File: src/hdl/ari_pkg.sv
// Package: constants, types and register map of the start interlock and aux relays
//------------------------------------------------------------------------------
// Overview of operation
// - Selector offers disabled, damper or lubrication.
// - Damper: close relay, start after timer.
// - Interlock timer resets to 30 seconds.
// - Damper switch assigned: start on switch closed.
// - Switch still open at expiry: damper fault trip.
// - Sequence repeats on every start command.
// - Lube: relay closed for timer, then start.
// - Four independent selectors; none holds open.
// - Mode 1: ramping, reference error under half-band.
// - Mode 2: ramping, both inside detect band.
// - Mode 3: output inside detect band.
// - Mode 4: close at detect, open below hysteresis.
// - Mode 5 inverts mode 4.
// - Overload warning after level held warning time.
// - Drive overload above 110% for 60 s.
// - Stall relay closed during stall prevention.
// - Overvoltage limit by class 410/820/1025 V.
// - Undervoltage 200 V or 400 V by line.
// - Overheat on module or motor sensor.
// - Lost reference closes relay.
// - Run closes with output, stop without.
// - Full-scale input at raw code 4095.
// - Damper relay held until stop or fault trip.
// - Refill keeps relay one more timer span.
//------------------------------------------------------------------------------
package ari_pkg;

  // Register byte offsets
  localparam logic [7:0] OFS_CTRL = 8'h00;
  localparam logic [7:0] OFS_FDT = 8'h04;
  localparam logic [7:0] OFS_AUXSEL = 8'h08;
  localparam logic [7:0] OFS_OLCFG = 8'h0C;
  localparam logic [7:0] OFS_DRVCFG = 8'h10;
  localparam logic [7:0] OFS_STATUS = 8'h14;

  // Values after reset
  localparam logic [15:0] RST_ITIME = 16'h001E;
  localparam logic [15:0] RST_FDT_FREQ = 16'h0064;
  localparam logic [15:0] RST_FDT_BAND = 16'h0064;
  localparam logic [15:0] RST_OL_LEVEL = 16'h0096;
  localparam logic [15:0] RST_OL_TIME = 16'h000A;
  localparam logic [7:0] RST_IOL_PCT = 8'h6E;
  localparam logic [15:0] IOL_TIME = 16'h003C;

  // Voltage limits
  localparam logic [11:0] OV_230 = 12'h19A;
  localparam logic [11:0] OV_480 = 12'h334;
  localparam logic [11:0] OV_600 = 12'h401;
  localparam logic [11:0] UV_240 = 12'h0C8;
  localparam logic [11:0] UV_480 = 12'h190;
  localparam logic [11:0] ADC_FULL = 12'hFFF;

  // Control tick timing
  localparam int CLK_NS = 10;
  localparam int TICK_NS = 1000000;
  localparam int TICK_CYCLES_DEF = (TICK_NS + CLK_NS - 1) / CLK_NS;
  localparam logic [9:0] SEC_TICKS = 10'h3E8;

  typedef enum logic [1:0] {
    IL_NONE = 2'h0,
    IL_DAMPER = 2'h1,
    IL_LUBE = 2'h2
  } ari_ilmode_type;

  typedef enum logic [4:0] {
    SEQ_IDLE = 5'h01,
    SEQ_DELAY = 5'h02,
    SEQ_RUN = 5'h04,
    SEQ_REFILL = 5'h08,
    SEQ_FAULT = 5'h10
  } ari_seq_type;

  // Relay function codes
  typedef enum logic [4:0] {
    FN_NONE = 5'h00, FN_FDT1 = 5'h01, FN_FDT2 = 5'h02, FN_FDT3 = 5'h03,
    FN_FDT4 = 5'h04, FN_FDT5 = 5'h05, FN_OLW = 5'h06, FN_DOL = 5'h07,
    FN_STALL = 5'h08, FN_OV = 5'h09, FN_UV = 5'h0A, FN_OH = 5'h0B,
    FN_LOST = 5'h0C, FN_RUN = 5'h0D, FN_STOP = 5'h0E, FN_DAMPER = 5'h0F,
    FN_LUBE = 5'h10, FN_REFILL = 5'h11, FN_VFULL = 5'h12, FN_IFULL = 5'h13
  } ari_func_type;

  localparam int NFUNC = 20;
  typedef logic [NFUNC-1:0] ari_cond_type;

  typedef struct packed {
    logic [15:0] out_freq;
    logic [15:0] speed_ref;
    logic ramping;
    logic [15:0] out_current;
    logic stall;
    logic [11:0] bus_volts;
    logic module_hot;
    logic motor_hot;
    logic ref_lost;
    logic [11:0] adc_v;
    logic [11:0] adc_i;
  } ari_drive_type;

endpackage

File: src/hdl/ari_persist.sv
// Module: condition held for a number of seconds
`timescale 1ns/10ps
module ari_persist
  import ari_pkg::*;
(
  input wire logic clock,
  input wire logic srst,
  input wire logic tick,
  input wire logic sec,
  input wire logic cond,
  input wire logic [15:0] limit,
  output logic hit
);
  typedef struct packed {
    logic [15:0] cnt;
    logic hit;
  } ari_pst_type;

  ari_pst_type q, d;

  always_comb begin
    d = q;
    if (tick) begin
      if (!cond) begin
        d.cnt = 16'h0000;
        d.hit = 1'b0;
      end else begin
        if (sec && q.cnt != 16'hFFFF) begin
          d.cnt = q.cnt + 16'h0001;
        end
        d.hit = (q.cnt >= limit);
      end
    end
  end

  always_ff @(posedge clock) begin
    if (srst) begin
      q <= '0;
    end else begin
      q <= d;
    end
  end

  assign hit = q.hit;
endmodule

File: src/hdl/ari_relay_sel.sv
// Module: one auxiliary relay with its function selector
`timescale 1ns/10ps
module ari_relay_sel
  import ari_pkg::*;
(
  input wire logic clock,
  input wire logic srst,
  input wire logic tick,
  input wire logic [4:0] sel,
  input wire ari_cond_type cond,
  output logic relay
);
  logic relay_q, relay_d;

  always_comb begin
    relay_d = relay_q;
    if (tick) begin
      if (sel == FN_NONE || int'(sel) >= NFUNC) begin
        relay_d = 1'b0;
      end else begin
        relay_d = cond[sel];
      end
    end
  end

  always_ff @(posedge clock) begin
    if (srst) begin
      relay_q <= 1'b0;
    end else begin
      relay_q <= relay_d;
    end
  end

  assign relay = relay_q;
endmodule

File: src/hdl/ari_start_interlock.sv
// Module: start interlock sequencer, relay functions and APB register file
//
// Design decisions made here: the APB register port and the register addresses.
`timescale 1ns/10ps
module ari_start_interlock
  import ari_pkg::*;
#(
  parameter int TICK_CYCLES = TICK_CYCLES_DEF,
  parameter logic [15:0] RATED_CURRENT = 16'h0064
) (
  input wire logic clock,
  input wire logic srst,
  input wire logic psel,
  input wire logic penable,
  input wire logic pwrite,
  input wire logic [7:0] paddr,
  input wire logic [31:0] pwdata,
  output logic [31:0] prdata,
  output logic pready,
  output logic pslverr,
  input wire logic run_cmd,
  input wire logic damper_sw_assigned,
  input wire logic damper_sw_closed,
  input wire ari_drive_type drive,
  output logic [3:0] aux_relay,
  output logic motor_start,
  output logic damper_fault
);

  //----------------------------------------------------------------------------
  // State
  //----------------------------------------------------------------------------
  typedef struct packed {
    logic [16:0] pre;
    logic [9:0] tms;
    logic tick;
    logic sec;
    logic [1:0] mode;
    logic [15:0] itime;
    logic [15:0] fdt_freq;
    logic [15:0] fdt_band;
    logic [3:0][4:0] sel;
    logic [15:0] ol_level;
    logic [15:0] ol_time;
    logic [7:0] iol_pct;
    logic [1:0] dclass;
    logic line480;
    logic [4:0] seq;
    logic [15:0] dly;
    logic run_prev;
    logic fdt4;
    logic motor_start;
    logic damper_fault;
    logic [31:0] prdata;
    logic pready;
    logic pslverr;
  } ari_top_type;

  ari_top_type q, d;
  ari_cond_type cond;
  logic olw_hit;
  logic dol_hit;
  logic [16:0] f_out2;
  logic [16:0] f_det2;
  logic [16:0] f_ref2;
  logic [16:0] err_ref;
  logic [16:0] err_out;
  logic [16:0] err_rdet;
  logic [16:0] half_low;
  logic [23:0] cur_scaled;
  logic [23:0] iol_limit;
  logic [11:0] ov_limit;
  logic wr_en;
  logic setup;

  //----------------------------------------------------------------------------
  // Frequency arithmetic, doubled so half-band needs no division
  //----------------------------------------------------------------------------
  always_comb begin
    f_out2 = {drive.out_freq, 1'b0};
    f_det2 = {q.fdt_freq, 1'b0};
    f_ref2 = {drive.speed_ref, 1'b0};
    err_ref = (drive.speed_ref > drive.out_freq) ?
              17'(drive.speed_ref - drive.out_freq) : 17'(drive.out_freq - drive.speed_ref);
    err_out = (f_out2 > f_det2) ? (f_out2 - f_det2) : (f_det2 - f_out2);
    err_rdet = (f_ref2 > f_det2) ? (f_ref2 - f_det2) : (f_det2 - f_ref2);
    half_low = (f_det2 > {1'b0, q.fdt_band}) ? (f_det2 - {1'b0, q.fdt_band}) : 17'h00000;
    cur_scaled = 24'(drive.out_current) * 24'h000064;
    iol_limit = 24'(RATED_CURRENT) * 24'(q.iol_pct);
    case (q.dclass)
      2'h0: ov_limit = OV_230;
      2'h1: ov_limit = OV_480;
      default: ov_limit = OV_600;
    endcase
  end

  //----------------------------------------------------------------------------
  // Relay function conditions
  //----------------------------------------------------------------------------
  always_comb begin
    cond = '0;
    cond[FN_FDT1] = drive.ramping && ({err_ref[15:0], 1'b0} < q.fdt_band + 17'h00000);
    cond[FN_FDT2] = drive.ramping && (err_out <= {1'b0, q.fdt_band})
                    && (err_rdet <= {1'b0, q.fdt_band});
    cond[FN_FDT3] = (err_out <= {1'b0, q.fdt_band});
    cond[FN_FDT4] = q.fdt4;
    cond[FN_FDT5] = !q.fdt4;
    cond[FN_OLW] = olw_hit;
    cond[FN_DOL] = dol_hit;
    cond[FN_STALL] = drive.stall;
    cond[FN_OV] = (drive.bus_volts > ov_limit);
    cond[FN_UV] = (drive.bus_volts < (q.line480 ? UV_480 : UV_240));
    cond[FN_OH] = drive.module_hot || drive.motor_hot;
    cond[FN_LOST] = drive.ref_lost;
    cond[FN_RUN] = (drive.out_freq != 16'h0000);
    cond[FN_STOP] = (drive.out_freq == 16'h0000);
    cond[FN_DAMPER] = (q.mode == IL_DAMPER)
                      && (q.seq == SEQ_DELAY || q.seq == SEQ_RUN);
    cond[FN_LUBE] = (q.mode == IL_LUBE) && (q.seq == SEQ_DELAY);
    cond[FN_REFILL] = (q.mode == IL_LUBE)
                      && (q.seq == SEQ_DELAY || q.seq == SEQ_REFILL);
    cond[FN_VFULL] = (drive.adc_v == ADC_FULL);
    cond[FN_IFULL] = (drive.adc_i == ADC_FULL);
  end

  ari_persist u_olw (
    .clock(clock),
    .srst(srst),
    .tick(q.tick),
    .sec(q.sec),
    .cond(drive.out_current > q.ol_level),
    .limit(q.ol_time),
    .hit(olw_hit)
  );

  ari_persist u_dol (
    .clock(clock),
    .srst(srst),
    .tick(q.tick),
    .sec(q.sec),
    .cond(cur_scaled > iol_limit),
    .limit(IOL_TIME),
    .hit(dol_hit)
  );

  genvar gi;
  generate
    for (gi = 0; gi < 4; gi++) begin : g_relay
      ari_relay_sel u_sel (
        .clock(clock),
        .srst(srst),
        .tick(q.tick),
        .sel(q.sel[gi]),
        .cond(cond),
        .relay(aux_relay[gi])
      );
    end
  endgenerate

  //----------------------------------------------------------------------------
  // Next state
  //----------------------------------------------------------------------------
  assign setup = psel && !penable;
  assign wr_en = psel && penable && pwrite && q.pready;

  always_comb begin
    d = q;
    // Control tick and one-second strobe
    d.tick = 1'b0;
    d.sec = 1'b0;
    if (q.pre >= 17'(TICK_CYCLES - 1)) begin
      d.pre = 17'h00000;
      d.tick = 1'b1;
      if (q.tms >= SEC_TICKS - 10'h001) begin
        d.tms = 10'h000;
        d.sec = 1'b1;
      end else begin
        d.tms = q.tms + 10'h001;
      end
    end else begin
      d.pre = q.pre + 17'h00001;
    end

    if (q.tick) begin
      d.run_prev = run_cmd;
      // Detect-frequency hysteresis shared by modes 4 and 5
      if (f_out2 < half_low || drive.out_freq == 16'h0000) begin
        d.fdt4 = 1'b0;
      end else if (drive.out_freq >= q.fdt_freq) begin
        d.fdt4 = 1'b1;
      end
      if (q.sec && q.dly != 16'hFFFF) begin
        d.dly = q.dly + 16'h0001;
      end
      case (q.seq)
        SEQ_IDLE: begin
          if (run_cmd && !q.run_prev) begin
            d.dly = 16'h0000;
            if (q.mode == IL_NONE || q.mode == 2'h3) begin
              d.seq = SEQ_RUN;
            end else begin
              d.seq = SEQ_DELAY;
            end
          end
        end
        SEQ_DELAY: begin
          if (!run_cmd) begin
            d.seq = SEQ_IDLE;
          end else if (q.mode == IL_DAMPER && damper_sw_assigned) begin
            if (damper_sw_closed) begin
              d.seq = SEQ_RUN;
            end else if (q.dly >= q.itime) begin
              d.seq = SEQ_FAULT;
            end
          end else if (q.dly >= q.itime) begin
            d.dly = 16'h0000;
            d.seq = (q.mode == IL_LUBE) ? SEQ_REFILL : SEQ_RUN;
          end
        end
        SEQ_REFILL: begin
          if (!run_cmd) begin
            d.seq = SEQ_IDLE;
          end else if (q.dly >= q.itime) begin
            d.seq = SEQ_RUN;
          end
        end
        SEQ_RUN, SEQ_FAULT: begin
          if (!run_cmd) begin
            d.seq = SEQ_IDLE;
          end
        end
        default: d.seq = SEQ_IDLE;
      endcase
      d.motor_start = (d.seq == SEQ_RUN || d.seq == SEQ_REFILL);
      d.damper_fault = (d.seq == SEQ_FAULT);
    end

    // APB: answer prepared in the setup cycle, ready in the access cycle
    d.pready = setup;
    if (setup) begin
      d.pslverr = 1'b0;
      d.prdata = 32'h00000000;
      case (paddr)
        OFS_CTRL: d.prdata = {14'h0000, q.mode, q.itime};
        OFS_FDT: d.prdata = {q.fdt_band, q.fdt_freq};
        OFS_AUXSEL: d.prdata = {3'h0, q.sel[3], 3'h0, q.sel[2], 3'h0, q.sel[1], 3'h0, q.sel[0]};
        OFS_OLCFG: d.prdata = {q.ol_time, q.ol_level};
        OFS_DRVCFG: d.prdata = {21'h000000, q.line480, q.dclass, q.iol_pct};
        OFS_STATUS: d.prdata = {20'h00000, q.damper_fault, q.motor_start, q.fdt4,
                                q.seq, aux_relay};
        default: d.pslverr = 1'b1;
      endcase
    end else begin
      d.pslverr = 1'b0;
    end

    if (wr_en) begin
      case (paddr)
        OFS_CTRL: begin
          d.mode = pwdata[17:16];
          d.itime = pwdata[15:0];
        end
        OFS_FDT: begin
          d.fdt_freq = pwdata[15:0];
          d.fdt_band = pwdata[31:16];
        end
        OFS_AUXSEL: begin
          d.sel[0] = pwdata[4:0];
          d.sel[1] = pwdata[12:8];
          d.sel[2] = pwdata[20:16];
          d.sel[3] = pwdata[28:24];
        end
        OFS_OLCFG: begin
          d.ol_level = pwdata[15:0];
          d.ol_time = pwdata[31:16];
        end
        OFS_DRVCFG: begin
          d.iol_pct = pwdata[7:0];
          d.dclass = pwdata[9:8];
          d.line480 = pwdata[10];
        end
        default: d.mode = q.mode;
      endcase
    end
  end

  always_ff @(posedge clock) begin
    if (srst) begin
      q <= '0;
      q.seq <= SEQ_IDLE;
      q.itime <= RST_ITIME;
      q.fdt_freq <= RST_FDT_FREQ;
      q.fdt_band <= RST_FDT_BAND;
      q.ol_level <= RST_OL_LEVEL;
      q.ol_time <= RST_OL_TIME;
      q.iol_pct <= RST_IOL_PCT;
    end else begin
      q <= d;
    end
  end

  assign prdata = q.prdata;
  assign pready = q.pready;
  assign pslverr = q.pslverr;
  assign motor_start = q.motor_start;
  assign damper_fault = q.damper_fault;
endmodule

File: config.mk
export PLATFORM = sky130hd
export DESIGN_NAME = ari_start_interlock
export DESIGN_NICKNAME = d
export VERILOG_FILES = /design/src/hdl/ari_pkg.sv /design/src/hdl/ari_persist.sv /design/src/hdl/ari_relay_sel.sv /design/src/hdl/ari_start_interlock.sv
export SDC_FILE = /design/constraint.sdc
export NUM_CORES = 1
export LEC_CHECK = 0
export ABC_CLOCK_PERIOD_IN_PS = 15400
export BUFFER_PORTS_ARGS = -buffer_cell sky130_fd_sc_hd__buf_4
export CAP_MARGIN = 25
export CORE_ASPECT_RATIO = 0.8
export CORE_MARGIN = 5
export CORE_UTILIZATION = 32
export DETAILED_ROUTE_END_ITERATION = 16
export SYNTH_ARGS = -nofsm -noshare
export SYNTH_HDL_FRONTEND = slang
export SYNTH_SLANG_ARGS = --single-unit
File: constraint.sdc
create_clock -name clock -period 15.4 [get_ports clock]
set_clock_uncertainty 0.2 [all_clocks]
set_input_delay 3.08 -clock clock [delete_from_list [all_inputs] [get_ports clock]]
set_output_delay 3.08 -clock clock [all_outputs]
set_load 0.03 [all_outputs]
==> flow_summary.yaml, run 1 <==
grt:
  track_usage: 0.205
  grt_max_degree: 73
  grt_pass1_vias: 19900
  grt_pass1_wl_um: 121000
  grt-ovfl-total: 0
  grt_antenna_before_repair: 4
synth:
  yosysSeqAreaShare: 0.215
  yosysTopAreaCellShare: 0.215
  ys_ff_latch: 239
  synth_area_leaders: "dfxtp_1 (22%), ha_1 (19%), a21oi_1 (6.2%), nand2_1 (5.4%), inv_1 (4.1%)"
  yosysWarnings: 0
  synth-edff-count: 0
  synthesis.area_um2: 22200
  async_flop_share: 0
  synth_fp_nets: 3390
  synth_ff_type: "dfxtp_1"
  synth_cell_types: 88
  synth_cells: 2899
  synth.largest_area_cell: "dfxtp_1"
  syn_avg_cell_area_um2: 7.67
place:
  routabilityCongestion: 1.01
  dp_hpwl_um: 64400
  dp.cells: 3853
  io_buffers: 176
detailed_routing:
  drc: 0
  dr.pass1.iters: 7
  drtIter0Drc: 2398
  route.vias.total: 21600
  antenna_left: 0
  totalWireLength_um: 80900
  vias_per_cell: 5.53
  wl_per_cell_um: 20.7
clock_tree:
  cts_hold_buf: 0
  postCtsSetupBuffers: 0
  cts_buffer_depth: 3
  htreeDepth: 1
  clk-insertion-delay-late_ns: 0.56
  cts_buffers: 26
  clk_pin_slew_worst_paths_ns: 0.06
  cts_resized: 0
  clock-root-buffer: "clkbuf_16"
  cts_sinks: 239
  cts_tree: "done"
sta:
  rsz0062_at_grt: "no"
  setup_viol: 0
  hold_viol_final: 0
  fin_setup_tns_ns: 0
  fmax_mhz: 122
  slew_violations: 0
  tightestPinTransition_ns: 1.05
  fin_crit_sh: 0.531
  period_needed_ns: 8.18
  max-slew-margin-rel: 0.288
worst_setup_path:
  path_max_fanout: 25
  slowest_delay_ns: 0.61
  start_kind: "primary input"
  required_ns: 15.67
  path_cells: "buf_4 > inv_1 > ha_1 > a21oi_1 > o21ai_0 > a2111o_1 > o21ai_4 > mux2i_1 > nand4_1 > nand2_1 > xor2_1 > ha_1 > a21oi_1 > nand2_1 > a221o_1 > a221o_1 > a31oi_1 > or4b_4 > a21oi_1 > o21ai_1 > a31oi_1"
  critPathKind: "in2reg"
  path_buf_inv: 2
  cpMostUsedCell: "a21oi_1"
  crit_path_top_delay_cell: "o21ai_4"
  endpoint_kind: "flip-flop"
  arrival_ns: 8.45
  critPathTopFamily: "compound AO/OA/AOI/OAI gates"
power_and_ir_drop:
  p_sw_w: 0.000567
  ir_drop_uv: 71.6
  power.internal_w: 0.00124
  p_leak_nw: 10.6
  clkPwrFrac: 0.385
  comb_power_share: 0.270
  seqPwrFrac: 0.345
  swShare: 0.314
  p_per_area_nw_per_um2: 72.1
die:
  start_util: 0.323
  io_pins: 177
  die_w_um: 305
  dieHeight_um: 246
  core-area_um2: 68900
  fp-row-count: 86
  dieArea_um2: 74900
job:
  cap_viol_max_count: 0
min_path:
  hp-class: "reg2reg"
cells_and_area:
  synthToLayoutAreaGrowth_pct: 12.6
  layout-drive-gt1-share: 0.0974
  layout.nets: 3448
  stdcell_count: 3901
run_status:
  status: "finished, final reports clean"
cell usage in the layout, fill, tap and decap left out, types with 20 or more instances in the layout:
cell,netlist,final
and2_1,20,20
nor2b_1,36,36
mux2i_1,49,49
nand3_1,89,89
nor2_1,214,214
a211o_1,26,26
nand2_1,317,317
nand4_1,67,67
a21o_1,57,57
a21oi_1,275,275
fa_1,21,21
and3_1,38,38
o22ai_1,44,44
a31oi_1,26,26
nor3_1,59,57
a211oi_1,26,26
clkbuf_16,0,26
ha_1,333,333
dfxtp_1,239,239
buf_4,43,199
o211ai_1,20,20
o21ai_0,120,120
xor2_1,67,67
xnor2_1,52,52
inv_1,243,243
state kept, by name, indices dropped and copies added (netlist names), 4 cells and up:
name	flops
g_relay.u_sel.relay	4
u_dol.q	16
prdata	32
q	148
u_olw.q	16
f_det2	16
path summary, 6_finish.rpt:
| path | from | endpoint | slack [ns] | cells after the start |
|---|---|---|---|---|
| worst max register to register | f_det2[2]$_SDFFE_PP0P_ | g_relay[0].u_sel.relay$_SDFFE_PP0P_ | 9.31 | 19 |
| worst min-delay path | q[159]$_SDFFE_PP0P_ | q[159]$_SDFFE_PP0P_ | 0.25 | 2 |
| worst max-delay path | drive[68] | g_relay[0].u_sel.relay$_SDFFE_PP0P_ | 7.22 | 21 |
| worst min register to register | q[159]$_SDFFE_PP0P_ | q[159]$_SDFFE_PP0P_ | 0.25 | 2 |
power by group through the flow:
stage | Clock [W] | Combinational, W | Sequential, W
finish | 0.000694 | 0.000487 | 0.000622
global route | 0.000731 | 0.000541 | 0.000622
CTS | 0.000706 | 0.000478 | 0.000622
detailed placement | 0 | 0.000473 | 0.000636
global placement | 0 | 0.000478 | 0.000636
floorplan | 0 | 0.000329 | 0.000635
cells in the mapped netlist, types with 57 or more instances:
| library cell | number |
|---|---|
| nand4_1 | 67 |
| nand2_1 | 317 |
| nor2_1 | 214 |
| dfxtp_1 | 239 |
| a21o_1 | 57 |
| clkbuf_1 | 86 |
| nor3_1 | 59 |
| a21oi_1 | 275 |
| ha_1 | 333 |
| xor2_1 | 67 |
| nand3_1 | 89 |
| o21ai_0 | 120 |
| inv_1 | 243 |
layer usage:
layer / GRT usage / share of wire / vias up
met5: 0 / 0.00044 / -
met4: 0.0543 / 0.031 / 6
met3: 0.0572 / 0.10 / 150
met2: 0.292 / 0.39 / 970
met1: 0.302 / 0.47 / 10000
li1: - / - / 10400
metrics by stage:
| stage | power [W] | cell area (um^2) | util | setup WS, ns | hold WS (ns) |
|---|---|---|---|---|---|
| floorplan | 0.000965 | 22200 | - | 7.61 | 0.230 |
| global placement | 0.00111 | 24100 | 0.350 | 6.82 | 0.238 |
| finish | 0.00180 | 25000 | 0.363 | 7.22 | 0.252 |
| global route | 0.00189 | 25000 | 0.363 | 6.82 | 0.268 |
| CTS | 0.00181 | 25000 | 0.363 | 7.33 | 0.252 |
| detailed placement | 0.00111 | 24100 | 0.350 | 6.78 | 0.244 |
cells by family (layout without fill, tap and decap cells):
| group | count (synthesis) | count (layout) | share of synthesized area |
|---|---|---|---|
| XOR/XNOR | 119 | 119 | 0.0469 |
| AND/OR/NAND/NOR | 954 | 954 | 0.206 |
| multiplexers | 60 | 60 | 0.0297 |
| flip-flops | 239 | 239 | 0.215 |
| AO/OA/AOI/OAI | 760 | 760 | 0.217 |
| other | 0 | 1 | 0 |
| adder cells (fa/ha/maj) | 354 | 354 | 0.206 |
| buffers and inverters | 413 | 490 | 0.0789 |
worst min-delay path: stages, from the launching register on:
cell     delay, ns
dfxtp_1       0.31
nand2_1       0.05
a21oi_1       0.05
area by class of cell:
cell class | instances | area [um^2]
fillers | 7192 | 43800
repair buffers | 200 | 1510
well taps | 924 | 1160
flip-flops and latches | 239 | 4780
inverters | 243 | 912
clock inverters | 9 | 171
multi-input cells | 2247 | 15700
diodes | 1 | 2.50
clock buffers | 38 | 786
Power figures use the tool's default switching activity.
==> run 2, diff against run 1 <==
Settings changed: ABC_CLOCK_PERIOD_IN_PS 15400 to 7350.
Clock period 15.4 ns to 7.35 ns, I/O delays scaled along.
==> run 2 against run 1 <==
Effect of this change: combinational power is 110% higher; total power up 110%; via count up 0.57%; largest power group unchanged; global-route usage rose by 0.33 points; clock power rose by 110%; setup slack worse by 6.3 ns; sequential power increased by 110%.
==> flow_summary.yaml, run 2 (synthesized netlist as in run 1, its figures left out) <==
run_status:
  status: "finished, final reports clean"
grt:
  grt-ovfl-total: 0
  grt_pass1_wl_um: 123000
  grt_pass1_vias: 19600
  grt_max_degree: 84
  track_usage: 0.209
  grt_antenna_before_repair: 3
worst_setup_path:
  reg2reg_depth: 19
  slowest_delay_ns: 0.55
  arrival_ns: 6.69
  path_max_fanout: 20
  start_kind: "primary input"
  path_buf_inv: 2
  endpoint_kind: "flip-flop"
  required_ns: 7.64
  timing.rr.start: "f_det2[2]$_SDFFE_PP0P_"
  path_cells: "buf_4 > inv_1 > ha_1 > a21oi_1 > o21ai_0 > a2111o_1 > o21ai_4 > a211oi_1 > a21o_1 > o31ai_1 > xnor2_1 > ha_1 > and4_1 > a221o_1 > a221o_1 > a31oi_1 > or4b_4 > a21oi_1 > o21ai_1 > a31oi_1"
  critPathKind: "in2reg"
  crit_path_top_delay_cell: "or4b_4"
  critPathTopFamily: "compound AO/OA/AOI/OAI gates"
  r2r_slack_ns: 1.41
  r2r-end: "g_relay[2].u_sel.relay$_SDFFE_PP0P_"
cells_and_area:
  layout.nets: 3464
  final_common_cell: "ha_1"
  layout-drive-gt1-share: 0.102
  largest_register_ff_count: 148
  mostFrequentLayoutCells: "ha_1 (333), nand2_1 (317), a21oi_1 (275)"
  stdcell_count: 3915
  top_register: "q"
  fillers: 7316
  synthToLayoutAreaGrowth_pct: 13.1
min_path:
  min_to: "q[159]$_SDFFE_PP0P_"
  hp-class: "reg2reg"
  worstHoldStart: "q[159]$_SDFFE_PP0P_"
  min_path_cells: 2
detailed_routing:
  drtIter0Drc: 2415
  route.vias.total: 21700
  dr.pass1.iters: 6
  drc: 0
  totalWireLength_um: 82300
  antenna_left: 0
  wl_per_cell_um: 21.0
  vias_per_cell: 5.54
clock_tree:
  cts_tree: "done"
  cts_resized: 0
  postCtsSetupBuffers: 0
  htreeDepth: 1
  cts_buffer_depth: 3
  cts_sinks: 239
  clk_pin_slew_worst_paths_ns: 0.07
  clk-insertion-delay-late_ns: 0.57
  clock-root-buffer: "clkbuf_16"
  cts_hold_buf: 0
  cts_buffers: 26
power_and_ir_drop:
  comb_power_share: 0.270
  p_leak_nw: 10.7
  seqPwrFrac: 0.343
  ir_drop_uv: 166
  clkPwrFrac: 0.387
  swShare: 0.319
  power.internal_w: 0.00259
  p_per_area_nw_per_um2: 151
  p_sw_w: 0.00121
die:
  fp-row-count: 86
  dieHeight_um: 246
  core-area_um2: 68900
  io_pins: 177
  dieArea_um2: 74900
  die_w_um: 305
  start_util: 0.323
place:
  io_buffers: 176
  dp_hpwl_um: 65400
  dp.cells: 3869
  routabilityCongestion: 1.03
sta:
  fin_setup_tns_ns: 0
  max-slew-margin-rel: 0.301
  fin_crit_sh: 0.871
  slew_violations: 0
  hold_viol_final: 0
  fmax_mhz: 156
  period_needed_ns: 6.40
  setup_viol: 0
  whs_ns: 0.254
  tightestPinTransition_ns: 1.04
  rsz0062_at_grt: "no"
job:
  cap_viol_max_count: 0
## run 2: worst max-delay path by stage
stage	from	end	slack, ns	cells after the start
global placement	drive[68]	g_relay[1].u_sel.relay$_SDFFE_PP0P_	0.57	21
detailed placement	drive[73]	g_relay[0].u_sel.relay$_SDFFE_PP0P_	0.51	22
CTS	drive[73]	g_relay[2].u_sel.relay$_SDFFE_PP0P_	1.08	22
global route	drive[68]	g_relay[1].u_sel.relay$_SDFFE_PP0P_	0.71	21
floorplan	drive[67]	g_relay[3].u_sel.relay$_SDFFE_PP0P_	1.17	20
finish	drive[68]	g_relay[2].u_sel.relay$_SDFFE_PP0P_	0.95	20
## run 2: layout make-up
cell class	instances	area, um^2	share of cell area
Multi-Input combinational cell	2247	15700	0.625
Sequential cell	239	4780	0.190
Timing Repair Buffer	216	1630	0.0646
Tap cell	924	1160	0.0460
Inverter	243	912	0.0363
Clock buffer	32	713	0.0284
Clock inverter	13	231	0.00921
Antenna cell	1	2.50	0.0000995
## run 2: per-stage QoR
| stage | worst slack, ns | instance area, um^2 | utilization | total power [W] |
|---|---|---|---|---|
| global placement | 0.565 | 24200 | 0.351 | 0.00234 |
| detailed placement | 0.513 | 24200 | 0.351 | 0.00233 |
| CTS | 1.08 | 25100 | 0.365 | 0.00380 |
| finish | 0.947 | 25100 | 0.365 | 0.00380 |
| global route | 0.712 | 25100 | 0.365 | 0.00398 |
| floorplan | 1.17 | 22200 | - | 0.00202 |
## run 2: worst min-delay path, stage by stage, from the launching register on
cell and delay, ns:
dfxtp_1 0.31, nand2_1 0.05, a21oi_1 0.05
## run 2: layer usage
layer | wire length (um) | track usage | up-vias
li1 | - | - | 10400
met1 | 39400 | 0.316 | 10200
met2 | 33300 | 0.304 | 960
met3 | 7860 | 0.0448 | 96
met4 | 1650 | 0.0382 | 4
met5 | 21 | 0 | -
## run 2: power by group through the flow
stage	combinational [W]	sequential [W]	clock [W]
after floorplan	0.000689	0.00133	0
after global placement	0.00101	0.00133	0
after detailed placement	0.00100	0.00133	0
after CTS	0.00101	0.00130	0.00149
after global routing	0.00113	0.00130	0.00155
final	0.00103	0.00130	0.00147
==> run 3, diff against run 2 <==
Settings changed: ABC_CLOCK_PERIOD_IN_PS 7350 to 5400, CTS_CLUSTER_SIZE set to 28.
Clock period 7.35 ns to 5.4 ns, I/O delays scaled along.
==> run 3 against run 2 <==
Effect of this change: the run now ends with setup timing left; clock-buffer cell count rose by 1; wire length rose by 5.1%; die area did not move; first-iteration DRC count fell by 8.2%; clock power rose by 43%; design area rose by 10%; flip-flop and latch count did not move; largest power group unchanged; utilization rose by 3.8 points; combinational power rose by 63%.
==> flow_summary.yaml, run 3 (synthesized netlist as in run 1, its figures left out) <==
place:
  dp_hpwl_um: 70700
  routabilityCongestion: 1.01
  pre_cts_ws_ns: -0.647
  io_buffers: 176
  dp.cells: 4156
  place_area_um2: 26500
power_and_ir_drop:
  seqPwrFrac: 0.319
  clkPwrFrac: 0.378
  power.total_w: 0.00555
  ir_drop_uv: 264
  p_sw_w: 0.00172
  power.internal_w: 0.00383
  p_per_area_nw_per_um2: 200
  p_leak_nw: 12.2
  comb_power_share: 0.303
  swShare: 0.310
worst_setup_path:
  arrival_ns: 5.70
  crit_path_top_delay_cell: "or4_1"
  critPathKind: "in2reg"
  reg2reg_depth: 20
  r2r_slack_ns: 0.16
  path_buf_inv: 3
  start_kind: "primary input"
  path_cells: "buf_8 > inv_4 > ha_4 > inv_2 > fa_2 > a21o_1 > a221oi_4 > nand3_2 > a311o_1 > nand2_2 > mux2_4 > o41ai_4 > nand2_1 > xor2_1 > ha_1 > nand4_1 > or4_1 > o221ai_2 > nand4b_1 > nand2_2 > nand4_1 > a31oi_1"
  slowest_delay_ns: 0.52
  timing.rr.start: "f_det2[1]$_SDFFE_PP0P_"
  endpoint_kind: "flip-flop"
  path_max_fanout: 5
  r2r-end: "g_relay[3].u_sel.relay$_SDFFE_PP0P_"
  critPathTopFamily: "compound AO/OA/AOI/OAI gates"
  required_ns: 5.69
die:
  dieHeight_um: 246
  start_util: 0.323
  die_w_um: 305
  fp-row-count: 86
  dieArea_um2: 74900
  core-area_um2: 68900
  io_pins: 177
cells_and_area:
  stdcell_count: 4219
  synthToLayoutAreaGrowth_pct: 24.9
  mostFrequentLayoutCells: "buf_4 (507), ha_1 (324), nand2_1 (316)"
  final_common_cell: "buf_4"
  top_register: "q"
  largest_register_ff_count: 148
  layout.nets: 3761
  layout-drive-gt1-share: 0.196
  stdcell_area_um2: 27800
detailed_routing:
  antenna_left: 0
  drtIter0Drc: 2217
  wl_per_cell_um: 20.5
  drc: 0
  vias_per_cell: 5.36
  route.vias.total: 22600
  dr.pass1.iters: 6
  totalWireLength_um: 86500
clock_tree:
  cts_hold_buf: 0
  cts_sinks: 239
  clock-root-buffer: "clkbuf_16"
  clk_pin_slew_worst_paths_ns: 0.07
  htreeDepth: 1
  cts_buffers: 26
  cts_tree: "done"
  cts_buffer_depth: 3
  clk-insertion-delay-late_ns: 0.57
run_status:
  status: "finished with violations"
  failed_checks: "setup timing"
job:
  cap_viol_max_count: 0
grt:
  grt_pass1_wl_um: 129000
  grt_max_degree: 105
  grt_pass1_vias: 20800
  track_usage: 0.219
  grt_antenna_before_repair: 6
  grt-ovfl-total: 0
min_path:
  hp-class: "reg2reg"
  min_path_cells: 2
  min_to: "q[83]$_SDFFE_PP0P_"
  worstHoldStart: "q[83]$_SDFFE_PP0P_"
sta:
  fin_crit_sh: 1.00
  setup_viol: 1
  period_needed_ns: 5.41
  slew_violations: 0
  fin_setup_tns_ns: -0.0134
  rsz0062_at_grt: "yes"
  max-slew-margin-rel: 0.344
  tightestPinTransition_ns: 0.976
  hold_viol_final: 0
  fmax_mhz: 185
  setup_ws_ns: -0.0134
==> run 3: changes by cell type in the layout (fill, tap and decap cells not counted), moves of 3 or more <==
cell | before | now
a21boi_0 | 8 | 5
a21boi_1 | 0 | 3
a21oi_1 | 275 | 268
a21oi_2 | 1 | 7
buf_4 | 215 | 507
diode_2 | 1 | 5
ha_1 | 333 | 324
ha_4 | 0 | 9
inv_1 | 243 | 235
inv_4 | 0 | 5
o21ai_0 | 120 | 114
o21ai_1 | 8 | 12
==> run 3: how the worst max path moves through the flow <==
stage | endpoint | slack [ns] | start | depth (start not counted)
after floorplan | g_relay[3].u_sel.relay$_SDFFE_PP0P_ | -0.03 | drive[65] | 20
after global placement | g_relay[0].u_sel.relay$_SDFFE_PP0P_ | -0.56 | drive[73] | 23
after detailed placement | g_relay[3].u_sel.relay$_SDFFE_PP0P_ | -0.65 | drive[73] | 23
after CTS | g_relay[0].u_sel.relay$_SDFFE_PP0P_ | 0.001 | drive[73] | 23
after global routing | g_relay[3].u_sel.relay$_SDFFE_PP0P_ | -0.31 | drive[73] | 24
final | g_relay[3].u_sel.relay$_SDFFE_PP0P_ | -0.01 | drive[73] | 22
==> run 3: what timing repair did <==
item | CTS | global route
setup buffers | 4 | 5
endpoints found under the setup margin | 4 | 21
resized for setup | 3 | 36
pin swaps | 10 | 34
==> run 3: power groups by stage <==
stage | clock network, W | registers (W) | logic (W)
finish | 0.00210 | 0.00177 | 0.00168
global route | 0.00220 | 0.00177 | 0.00185
CTS | 0.00212 | 0.00177 | 0.00163
detailed placement | 0 | 0.00181 | 0.00162
global placement | 0 | 0.00181 | 0.00162
floorplan | 0 | 0.00181 | 0.000959
==> run 3: cell type report <==
class	count	area [um^2]
Antenna cell	5	12.5
Clock buffer	33	717
Clock inverter	15	290
Fill cell	7114	41100
Inverter	243	937
Multi-Input combinational cell	2247	16000
Sequential cell	239	4790
Tap cell	924	1160
Timing Repair Buffer	513	3890
==> run 3: routing by layer <==
metal  up-vias  track usage  wire length (um)  part of all wire
met5         -            0                45           0.00052
met4         6       0.0426              1730             0.020
met3        98       0.0649              8670              0.10
met2       915        0.311             34500              0.40
met1     10600        0.328             41500              0.48
li1      11000            -                 -                 -
==> run 3: per-stage QoR <==
step                utilization  hold slack (ns)
floorplan                     -            0.230
global placement          0.385            0.238
detailed placement        0.385            0.243
CTS                       0.400            0.252
global route              0.403            0.273
finish                    0.403            0.253
==> run 3: worst min-delay path, delay by kind of cell, from the launching register on <==
kind,cells,cell delay (ns)
AND/OR/NAND/NOR,1,0.05
AO/OA/AOI/OAI,1,0.05
flip-flops,1,0.31
